$ cat config.mk
export PLATFORM = sky130hd
export DESIGN_NAME = osd_detector
export DESIGN_NICKNAME = d
export VERILOG_FILES = /design/src/core/osd_pulse_match.v /design/src/core/osd_detector.v
export VERILOG_INCLUDE_DIRS = /design/src /design/src/core
export SDC_FILE = /design/constraint.sdc
export NUM_CORES = 1
export LEC_CHECK = 0
export BUFFER_PORTS_ARGS = -buffer_cell sky130_fd_sc_hd__buf_2
export CAP_MARGIN = 20
export CORE_MARGIN = 8
export CORE_UTILIZATION = 40
export DETAILED_ROUTE_END_ITERATION = 10
export MAX_ROUTING_LAYER = met4
export PLACE_DENSITY_LB_ADDON = 0.2
export SYNTH_ARGS = -nofsm -noshare
export SYNTH_HDL_FRONTEND = slang
export SYNTH_SLANG_ARGS = --single-unit
$ cat constraint.sdc
create_clock -name ref_clk -period 2.35 [get_ports ref_clk]
set_input_delay 0.47 -clock ref_clk [delete_from_list [all_inputs] [get_ports ref_clk]]
set_output_delay 0.47 -clock ref_clk [all_outputs]
set_load 0.05 [all_outputs]
$ cat src/core/osd_regs.vh
// Register map, field positions, reset values and timing counts
// of the original size detector. Definitions only.
`ifndef OSD_REGS_VH
`define OSD_REGS_VH

// Clock and emitter timing
`define OSD_CLK_PERIOD_NS 20
`define OSD_EMIT_PERIOD_NS 130000
`define OSD_EMIT_ON_NS 8000
`define OSD_EMIT_PERIOD_CYC (`OSD_EMIT_PERIOD_NS / `OSD_CLK_PERIOD_NS)
`define OSD_EMIT_ON_CYC (`OSD_EMIT_ON_NS / `OSD_CLK_PERIOD_NS)

// Register byte offsets
`define OSD_CTRL_OFS 12'h000
`define OSD_STATUS_OFS 12'h004
`define OSD_INT_STAT_OFS 12'h008
`define OSD_INT_MASK_OFS 12'h00c

// Control fields
`define OSD_CTRL_SERIES_BIT 0
`define OSD_CTRL_EMIT_EN_BIT 1
`define OSD_CTRL_RESET 2'h2

// Status fields
`define OSD_ST_SIZE_LSB 0
`define OSD_ST_SELECT_BIT 4
`define OSD_ST_PLATEN_BIT 5
`define OSD_ST_COVER_BIT 6
`define OSD_ST_SENSE_LSB 8

// Interrupt status and mask fields
`define OSD_INT_SIZE_BIT 0
`define OSD_INT_PLATEN_BIT 1
`define OSD_INT_COVER_BIT 2
`define OSD_INT_RESET 3'h0

// Size codes
`define OSD_SIZE_NONE 4'h0
`define OSD_SIZE_A3 4'h1
`define OSD_SIZE_A4 4'h2
`define OSD_SIZE_B4 4'h3
`define OSD_SIZE_B5 4'h4
`define OSD_SIZE_A4R 4'h5
`define OSD_SIZE_A5 4'h6
`define OSD_SIZE_B5R 4'h7
`define OSD_SIZE_A5R 4'h8
`define OSD_SIZE_LD 4'h9
`define OSD_SIZE_LT 4'ha
`define OSD_SIZE_LG 4'hb
`define OSD_SIZE_LTR 4'hc
`define OSD_SIZE_ST 4'hd
`define OSD_SIZE_STR 4'he

`endif

$ cat src/core/osd_pulse_match.v
// One sensor point: checks that the receiver echoes the emitter pulse.
// Assumes a synchronised receiver level and strobes from the emitter timer.
`timescale 1ns/10ps

module osd_pulse_match (
  input wire ref_clk,
  input wire nrst,
  input wire rx_level,
  input wire on_strobe,
  input wire off_strobe,
  input wire period_end,
  output reg point_code
);

  reg on_ok;
  reg off_ok;

  // ***************************************************
  // Echo must be high in the on time, low in the off time
  // ***************************************************
  always @(posedge ref_clk) begin
    if (!nrst) begin
      on_ok <= 1'b0;
      off_ok <= 1'b0;
      point_code <= 1'b1;
    end else begin
      if (on_strobe) begin
        on_ok <= rx_level;
      end
      if (off_strobe) begin
        off_ok <= ~rx_level;
      end
      if (period_end) begin
        point_code <= ~(on_ok & off_ok);
        on_ok <= 1'b0;
        off_ok <= 1'b0;
      end
    end
  end

endmodule // osd_pulse_match

$ cat src/core/osd_detector.v
// Original size detector: emitter pulse drive, pulse-match sensing,
// size decoding and hold, APB register slave and interrupt.
// Assumes one 50 MHz clock, synchronous active-low reset, APB master.
//
// Function
// - A4 series: five bits decode eight sizes
// - LT series: four bits decode six sizes
// - Low means original present, high means absent
// - Platen off, match: report size, request selection
// - Platen off, no match: keep last state
// - All ones: no original, request no selection
// - Platen off: evaluate pattern every cycle
// - Platen on: freeze state, ignore sensors
// - Cover opened: set cover event only; size logic ignores the cover
// - Emitter pulse 130 us period, 8 us high
// - Only an echo of the pulse counts
`timescale 1ns/10ps
`include "osd_regs.vh"

module osd_detector #(
  parameter integer NUM_POINTS = 5,
  parameter integer CNT_W = 13,
  parameter integer PERIOD_CYC = `OSD_EMIT_PERIOD_CYC,
  parameter integer ON_CYC = `OSD_EMIT_ON_CYC
) (
  input wire ref_clk,
  input wire nrst,
  input wire [NUM_POINTS-1:0] sensor_rx,
  input wire platen_on,
  input wire document_feeder_cover,
  input wire psel,
  input wire penable,
  input wire pwrite,
  input wire [11:0] paddr,
  input wire [31:0] pwdata,
  output reg [31:0] prdata,
  output reg pready,
  output reg pslverr,
  output reg emit_drive,
  output reg [3:0] size_code,
  output reg size_select,
  output reg irq
);

  // Timer marks; CNT_W must hold PERIOD_CYC, the cut to it is deliberate
  // Sample points sit mid on time and mid off time, clear of edges
  localparam integer LAST_I = PERIOD_CYC - 1;
  localparam integer ON_SMP_I = ON_CYC / 2;
  localparam integer OFF_SMP_I = ON_CYC + (PERIOD_CYC - ON_CYC) / 2;
  localparam [CNT_W-1:0] LAST_CNT = LAST_I[CNT_W-1:0];
  localparam [CNT_W-1:0] ON_CNT = ON_CYC[CNT_W-1:0];
  localparam [CNT_W-1:0] ON_SMP = ON_SMP_I[CNT_W-1:0];
  localparam [CNT_W-1:0] OFF_SMP = OFF_SMP_I[CNT_W-1:0];

  // ***************************************************
  // Input synchronisers
  // ***************************************************
  reg [NUM_POINTS+1:0] sync_a;
  reg [NUM_POINTS+1:0] sync_b;
  wire [NUM_POINTS-1:0] rx_s;
  wire platen_s;
  wire cover_s;

  always @(posedge ref_clk) begin
    if (!nrst) begin
      sync_a <= {(NUM_POINTS+2){1'b0}};
      sync_b <= {(NUM_POINTS+2){1'b0}};
    end else begin
      sync_a <= {document_feeder_cover, platen_on, sensor_rx};
      sync_b <= sync_a;
    end
  end

  assign rx_s = sync_b[NUM_POINTS-1:0];
  assign platen_s = sync_b[NUM_POINTS];
  assign cover_s = sync_b[NUM_POINTS+1];

  // ***************************************************
  // Control register
  // ***************************************************
  reg [1:0] ctrl;
  wire series_lt;
  wire emit_en;

  assign series_lt = ctrl[`OSD_CTRL_SERIES_BIT];
  assign emit_en = ctrl[`OSD_CTRL_EMIT_EN_BIT];

  // ***************************************************
  // Emitter timer
  // ***************************************************
  reg [CNT_W-1:0] emit_cnt;
  reg on_strobe;
  reg off_strobe;
  reg period_end;

  always @(posedge ref_clk) begin
    if (!nrst) begin
      emit_cnt <= {CNT_W{1'b0}};
      emit_drive <= 1'b0;
      on_strobe <= 1'b0;
      off_strobe <= 1'b0;
      period_end <= 1'b0;
    end else begin
      if (emit_cnt == LAST_CNT) begin
        emit_cnt <= {CNT_W{1'b0}};
      end else begin
        emit_cnt <= emit_cnt + 1'b1;
      end
      emit_drive <= emit_en & (emit_cnt < ON_CNT);
      on_strobe <= (emit_cnt == ON_SMP);
      off_strobe <= (emit_cnt == OFF_SMP);
      period_end <= (emit_cnt == LAST_CNT);
    end
  end

  // ***************************************************
  // Pulse match per sensor point
  // ***************************************************
  wire [NUM_POINTS-1:0] point_code;

  genvar gi;
  generate
    for (gi = 0; gi < NUM_POINTS; gi = gi + 1) begin : g_point
      osd_pulse_match u_match (
        .ref_clk(ref_clk),
        .nrst(nrst),
        .rx_level(rx_s[gi]),
        .on_strobe(on_strobe),
        .off_strobe(off_strobe),
        .period_end(period_end),
        .point_code(point_code[gi])
      );
    end
  endgenerate

  // ***************************************************
  // Size decoding
  // ***************************************************
  // Bit order: {point_1, point_2, point_3, center, rear}
  reg [3:0] decoded;
  reg all_absent;
  reg matched;

  always @* begin
    decoded = `OSD_SIZE_NONE;
    matched = 1'b1;
    if (series_lt) begin
      all_absent = &point_code[3:0];
      case (point_code[3:0])
        4'h0: decoded = `OSD_SIZE_LD;
        4'h1: decoded = `OSD_SIZE_LT;
        4'h8: decoded = `OSD_SIZE_LG;
        4'h9: decoded = `OSD_SIZE_LTR;
        4'hb: decoded = `OSD_SIZE_ST;
        4'hd: decoded = `OSD_SIZE_STR;
        default: matched = 1'b0;
      endcase
    end else begin
      all_absent = &point_code;
      case (point_code)
        5'h00: decoded = `OSD_SIZE_A3;
        5'h01: decoded = `OSD_SIZE_A4;
        5'h08: decoded = `OSD_SIZE_B4;
        5'h09: decoded = `OSD_SIZE_B5;
        5'h18: decoded = `OSD_SIZE_A4R;
        5'h19: decoded = `OSD_SIZE_A5;
        5'h1c: decoded = `OSD_SIZE_B5R;
        5'h1d: decoded = `OSD_SIZE_A5R;
        default: matched = 1'b0;
      endcase
    end
  end

  // ***************************************************
  // Size hold
  // ***************************************************
  reg [3:0] next_size;

  // Synced platen level: the size held is that of the cycle before
  always @* begin
    next_size = size_code;
    if (!platen_s) begin
      if (all_absent) begin
        next_size = `OSD_SIZE_NONE;
      end else if (matched) begin
        next_size = decoded;
      end
    end
  end

  always @(posedge ref_clk) begin
    if (!nrst) begin
      size_code <= `OSD_SIZE_NONE;
      size_select <= 1'b0;
    end else begin
      size_code <= next_size;
      size_select <= (next_size != `OSD_SIZE_NONE);
    end
  end

  // ***************************************************
  // Events
  // ***************************************************
  reg platen_d;
  reg cover_d;
  wire [2:0] events;

  always @(posedge ref_clk) begin
    if (!nrst) begin
      platen_d <= 1'b0;
      cover_d <= 1'b0;
    end else begin
      platen_d <= platen_s;
      cover_d <= cover_s;
    end
  end

  // Size on any change, platen and cover on rising edges only; delay flops reset to the idle level
  assign events[`OSD_INT_SIZE_BIT] = (next_size != size_code);
  assign events[`OSD_INT_PLATEN_BIT] = platen_s & ~platen_d;
  assign events[`OSD_INT_COVER_BIT] = cover_s & ~cover_d;

  // ***************************************************
  // APB slave
  // ***************************************************
  reg [2:0] int_stat;
  reg [2:0] int_mask;
  reg [31:0] rd_mux;
  reg rd_err;
  wire access;
  wire commit;
  wire do_write;

  assign access = psel & penable;
  assign commit = access & pready;
  assign do_write = commit & pwrite & ~pslverr;

  always @* begin
    rd_mux = 32'h00000000;
    rd_err = 1'b0;
    if (paddr == `OSD_CTRL_OFS) begin
      rd_mux[1:0] = ctrl;
    end else if (paddr == `OSD_STATUS_OFS) begin
      rd_mux[`OSD_ST_SIZE_LSB+3:`OSD_ST_SIZE_LSB] = size_code;
      rd_mux[`OSD_ST_SELECT_BIT] = size_select;
      rd_mux[`OSD_ST_PLATEN_BIT] = platen_s;
      rd_mux[`OSD_ST_COVER_BIT] = cover_s;
      rd_mux[`OSD_ST_SENSE_LSB+NUM_POINTS-1:`OSD_ST_SENSE_LSB] = point_code;
    end else if (paddr == `OSD_INT_STAT_OFS) begin
      rd_mux[2:0] = int_stat;
    end else if (paddr == `OSD_INT_MASK_OFS) begin
      rd_mux[2:0] = int_mask;
    end else begin
      rd_err = 1'b1;
    end
  end

  // One wait state: answer registered in the first access cycle
  always @(posedge ref_clk) begin
    if (!nrst) begin
      pready <= 1'b0;
      pslverr <= 1'b0;
      prdata <= 32'h00000000;
    end else begin
      pready <= access & ~pready;
      pslverr <= access & ~pready & rd_err;
      if (access & ~pready & ~pwrite) begin
        prdata <= rd_mux;
      end
    end
  end

  // ***************************************************
  // Registers and interrupt
  // ***************************************************
  always @(posedge ref_clk) begin
    if (!nrst) begin
      ctrl <= `OSD_CTRL_RESET;
      int_mask <= `OSD_INT_RESET;
      int_stat <= `OSD_INT_RESET;
      irq <= 1'b0;
    end else begin
      if (do_write && paddr == `OSD_CTRL_OFS) begin
        ctrl <= pwdata[1:0];
      end
      if (do_write && paddr == `OSD_INT_MASK_OFS) begin
        int_mask <= pwdata[2:0];
      end
      // Set wins over a write-one clear in the same cycle
      if (do_write && paddr == `OSD_INT_STAT_OFS) begin
        int_stat <= (int_stat & ~pwdata[2:0]) | events;
      end else begin
        int_stat <= int_stat | events;
      end
      irq <= |(int_stat & int_mask);
    end
  end

endmodule // osd_detector

; After elaboration in Yosys (flattened, before gate mapping)
; Index checks and enable logic that the tools add are counted.
; Widths: inputs -> output; s select.
[word_totals]
reg_bits = 76
inputBits = 56
out_inout_bits = 41
elab_cells = 127
[classes]
addsub = 1
n_lt_le_gt_ge = 1
eq_ne = 19
n_mux = 23
bitwise_logic = 36
n_reduce_logical = 14
[op_table]
columns = op, count
row1 = $pmux 4 s8, 1
row2 = $eq 12x4->1 const B, 2
row3 = $pmux 4 s6, 1
row4 = $eq 5x5->1 const B, 4
row5 = $mux 4, 5
row6 = $eq 4x4->1 const B, 4
row7 = $not 1->1, 16
row8 = $and 1x1->1, 15
row9 = $mux 5, 3
row10 = $add 13x1->13 const B, 1
row11 = $eq 13x12->1 const B, 1
row12 = $eq 13x13->1 const B, 1
row13 = $eq 13x8->1 const B, 1
row14 = $lt 13x9->1 const B, 1
row15 = $eq 12x3->1 const B, 1
row16 = $logic_not 12->1, 1
row17 = $mux 3, 4
row18 = $eq 5x4->1 const B, 2
row19 = $mux 1, 8
row20 = $reduce_or 8->1, 1
row21 = $and 3x3->3, 2
row22 = $or 3x3->3, 2
row23 = $reduce_or 6->1, 1
row24 = $eq 5x1->1 const B, 1
row25 = 12 further kinds, 15

; Longest topological paths before layout
[logic_depth]
word_depth = 10
mapped_depth = 7
depth_no_buf = 6

; Modules after synthesis
; From an unflattened synthesis, not the netlist that was laid out.
[hier_totals]
hier_cells = 370
area_unflattened_um2 = 3424.5
[by_module_without_submodules]
columns = mod, n_inst, cells_each, area_each_um2, seq_area_each_um2
row1 = osd_detector, 1, 310, 2786.4, 1221.2
row2 = osd_pulse_match, 5, 12, 127.6, 60.1

; Least setup slack after synthesis
; Ideal clock, no wire load.
[synth_path]
path_kind = register to register
startpoint = register pready
endpoint = register int_mask[0]
setup_time_ps = 128
arrival_time_ps = 1825
t_required_ps = 2222
setup_slack_ps = 398
stages_incl_launch_ff = 6
period_less_slack_ps = 1952
path_cell_list = dfxtp_1 -> nand2_1 -> or3_1 -> nor4_1 -> mux2i_1 -> nor2_1
[synth_between]
elab_chain_len = 4
[synth_lines]
columns = element, line
row1 = from (decl), osd_detector.v:37  ; output reg pready,
row2 = from (signal assigned), osd_detector.v:265  ; pready <= access & ~pready;
row3 = $and 1x1->1, osd_detector.v:235  ; assign commit = access & pready;
row4 = $and 1x1->1 (2 in series), osd_detector.v:236  ; assign do_write = commit & pwrite & ~pslverr;
row5 = $logic_and 1x1->1 (no source line), n/a
row6 = to (signal assigned), osd_detector.v:279  ; int_mask <= `OSD_INT_RESET;
row7 = to (signal assigned), osd_detector.v:287  ; int_mask <= pwdata[2:0];
row8 = to (decl), osd_detector.v:227  ; reg [2:0] int_mask;
; No other way between the ends.
; A chain may end at the register's enable or synchronous reset.

; Worst setup path after layout
[layout_path]
startpoint = register g_point[3].u_match.point_code
endpoint = register size_select
[layout_between]
elab_chain_len = 8
word_cells_on_any_way = 29
cone_classes = eq/ne (12) / mux (10) / reduce/logical (7)
[layout_lines]
columns = element, line
row1 = from (decl), osd_pulse_match.v:12  ; output reg point_code
row2 = from (signal assigned), osd_pulse_match.v:34  ; point_code <= ~(on_ok & off_ok);
row3 = "$eq 5x5->1, or another cell as far along", osd_detector.v:160  ; case (point_code)
row4 = $reduce_or 8->1 (no source line) or $reduce_or 6->1 (tied branches), n/a
row5 = "$mux 1, on equally long branches", "osd_detector.v:160, osd_detector.v:149"
row6 = $mux 1, osd_detector.v:147  ; if (series_lt) begin
row7 = $mux 4, osd_detector.v:185  ; end else if (matched) begin
row8 = $mux 4 (*), osd_detector.v:183  ; if (all_absent) begin
row9 = $mux 4 (*), osd_detector.v:182  ; if (!platen_s) begin
row10 = $reduce_bool 4->1 (no source line) (*), n/a
row11 = to (signal assigned), osd_detector.v:197  ; size_select <= (next_size != `OSD_SIZE_NONE);
row12 = to (decl), osd_detector.v:41  ; output reg size_select,
; Every way passes the cells marked *; elsewhere a longest branch is shown, timed or not.

==> metrics.txt <==
final layout net count=477; non-filler cells, final=528; power per cell area=670 nW/um2; CTS tree=built; number of diodes added for antenna fixing=0; wire length of the first global-routing pass=11.5 mm; width of the die=107 um; cell breakdown of the critical path=and2_1 > nor3b_2 > or2_2 > nor3b_1 > o21a_1 > or4_1; final-report hold violation count=0; Placer Congestion=0.826; top achievable clock speed=0.470 GHz; starting DRC count in detailed routing=111; # rows=33; Setup TNS=0 ps; Synth Cell Area=3310 um2; critical path buffer and inverter count=0; minimum setup slack after placement=243 ps; arrival time at the worst endpoint=2350 ps; Max-Cap Viols=0; Yosys warning count=0; CTS root buffer=clkbuf_8; slowest stage cell on the critical path=dfxtp_1; placed cell count=512; remaining global-route overflow=0; commonest non-fill, non-tap cells in the layout=dfxtp_1, nor2_1, buf_2; TritonCTS buffer count=9; hold_buf cts=0; number of buffers inserted by port buffering=47; RSZ-0062 raised after global routing=false; ports placed on the boundary=97; Clk Latency, worst-skew pair=350 ps; result of the run=complete, no violations; number of H-tree levels=3; global router's overall resource usage=12.4%; most instantiated flip-flop cell in the synthesis netlist=dfxtp_1; proportion of synthesized chip area in sequential cells=45.9%; number of remaining DRC errors=0; total power=0.00254 W; total iterations of the first detailed-routing run=4; Fin Clk Skew=7.30 ps; Post-Synthesis Mean Instance Area=8.93 um2; number of buffers on the longest clock path=2; commonest non-fill, non-tap cell in the layout=dfxtp_1; total length of routed wires=6.79 mm; post-route cell area=3800 um2; CP delay by family, top=simple AND/OR/NAND/NOR gates; Async SR Flop Fraction=0%; final setup margin=223 ps; endpoint kind of the worst setup timing path=register; EDFF count, synth=0; maximum fanout encountered on the critical timing path=11; via count of the first global-routing pass=2508; final setup violating endpoints=0; Num Clock Sinks=76; highest ir drop seen on vdd=0.000311 V; count of cell types in the netlist=55; Min Clock Period, post-route=2130 ps; die area=11500 um2; DR vias/cell=4.89; Max Slew Vio Count=0; antenna-violating nets left=0; data required time of the worst path=2570 ps; cell area after placement=3590 um2; delay of the slowest critical-path stage=550 ps; worst-case headroom to the max-slew limit=62.9%; Initial Util=40.7%; pin slew with the least headroom to its limit=557 ps; Fill cells=787; Clock transition at path regs=90 ps; post-CTS sizing=0; core outline area=8130 um2; period utilisation layout=90.5%; category of the worst setup path launch point=register; area added between synthesis and finish=14.6%; antenna violations before repair=0; placed wire-length estimate=5.02 mm; Crit Path Category=register to register; die height=107 um; number of instances in the synthesized netlist=371; setup bufs post-CTS=0; via count=2581; post-synthesis register bit count=76; share of layout cells above drive strength 1=19.9%; classification of the worst-slack hold path=input pin to register; Leakage=1.57 nW; routed wirelength normalized by instance count=12.9 um; maximum number of pins on one net before global-route repair=24
-- worst reg2reg max path, cell delays in order (launching register included) --
cell     delay [ps]
dfxtp_1         550
and2_1          220
nor3b_2         280
or2_2           190
nor3b_1          50
o21a_1          200
or4_1           510
-- stage by stage --
step | hold slack [ps] | utilization (%)
after floorplan | 412 | -
after global placement | 418 | 44.1
final | 322 | 46.7
after detailed placement | 421 | 44.1
after global routing | 304 | 46.7
after CTS | 300 | 46.7
-- state kept, by name, summed over array words and instances, names as in the netlist, 4 cells and up --
name                        cells
sync_b                          7
g_point.u_match.on_ok           5
g_point.u_match.point_code      5
size_code                       4
prdata                         12
emit_cnt                       13
sync_a                          7
g_point.u_match.off_ok          5
-- Yosys cell counts, types with 2 or more instances --
library cell,n,share of area [%]
nor2_1,52,5.9
and3_1,2,0.38
dfxtp_1,76,46
a31oi_1,3,0.57
or3_1,7,1.3
nor3b_1,4,0.91
xnor2_1,5,1.3
clkbuf_1,14,1.6
mux4_2,2,1.4
buf_2,4,0.60
o21a_1,2,0.45
a21oi_1,11,1.7
and2_1,18,3.4
or4_1,3,0.68
ha_1,3,1.1
o31a_1,2,0.53
buf_4,21,4.8
o21ai_0,12,1.8
mux2i_1,16,4.8
or2_2,2,0.38
nand2b_1,2,0.38
nor4_1,7,1.3
nand2_1,23,2.6
nand3b_1,2,0.45
nor3_1,8,1.2
nor2b_1,2,0.38
xor2_1,6,1.6
inv_1,13,1.5
nand3_1,14,2.1
a22oi_1,9,2.0
nand4_1,2,0.38
-- cell type report --
cell class,count,area [um2],share of cell area (%)
tap,105,131,3.46
clock buffer,9,124,3.26
sequential,76,1520,40.1
inverter,13,48.8,1.29
timing repair buffer,57,310,8.17
clock inverter,7,87.6,2.31
multi-input combinational,261,1570,41.4
-- cells by family (layout without fill, tap and decap cells) --
family | Yosys count | count (layout) | synth area share [%]
flops | 76 | 76 | 45.9
other cells | 1 | 20 | 0.113
fa+ha+maj | 3 | 3 | 1.13
simple gates | 157 | 157 | 24.4
xor+xnor | 11 | 11 | 2.91
buf+inv | 53 | 86 | 8.76
mux | 19 | 19 | 6.53
compound gates | 51 | 51 | 10.3
-- power breakdown --
group / switching [W] / total (W) / internal (W)
logic: 0.000127 / 0.000168 / 0.0000409
clock network: 0.000536 / 0.00105 / 0.000519
registers: 0.0000133 / 0.00132 / 0.00131
-- final timing paths --
check	from	endpoint	slack [ps]	cells past startpoint
setup reg to reg	g_point[3].u_match.point_code$_SDFFE_PN1P_	size_select$_SDFF_PN0_	220	6
hold reg to reg	sync_a[3]$_SDFF_PN0_	sync_b[3]$_SDFF_PN0_	440	1
setup / recovery	g_point[3].u_match.point_code$_SDFFE_PN1P_	size_select$_SDFF_PN0_	220	6
hold / removal	platen_on	sync_a[5]$_SDFF_PN0_	320	2
-- metal layers --
metal	up-vias	track usage, %	part of all wire [%]	wire length [um]
met5	-	-	0	0
met4	0	4.22	0.84	57
met3	5	4.02	6.7	457
met2	64	19.4	44	3010
met1	1188	14.8	48	3260
li1	1324	-	-	-
Note: power is estimated with default switching activity, not from simulation.
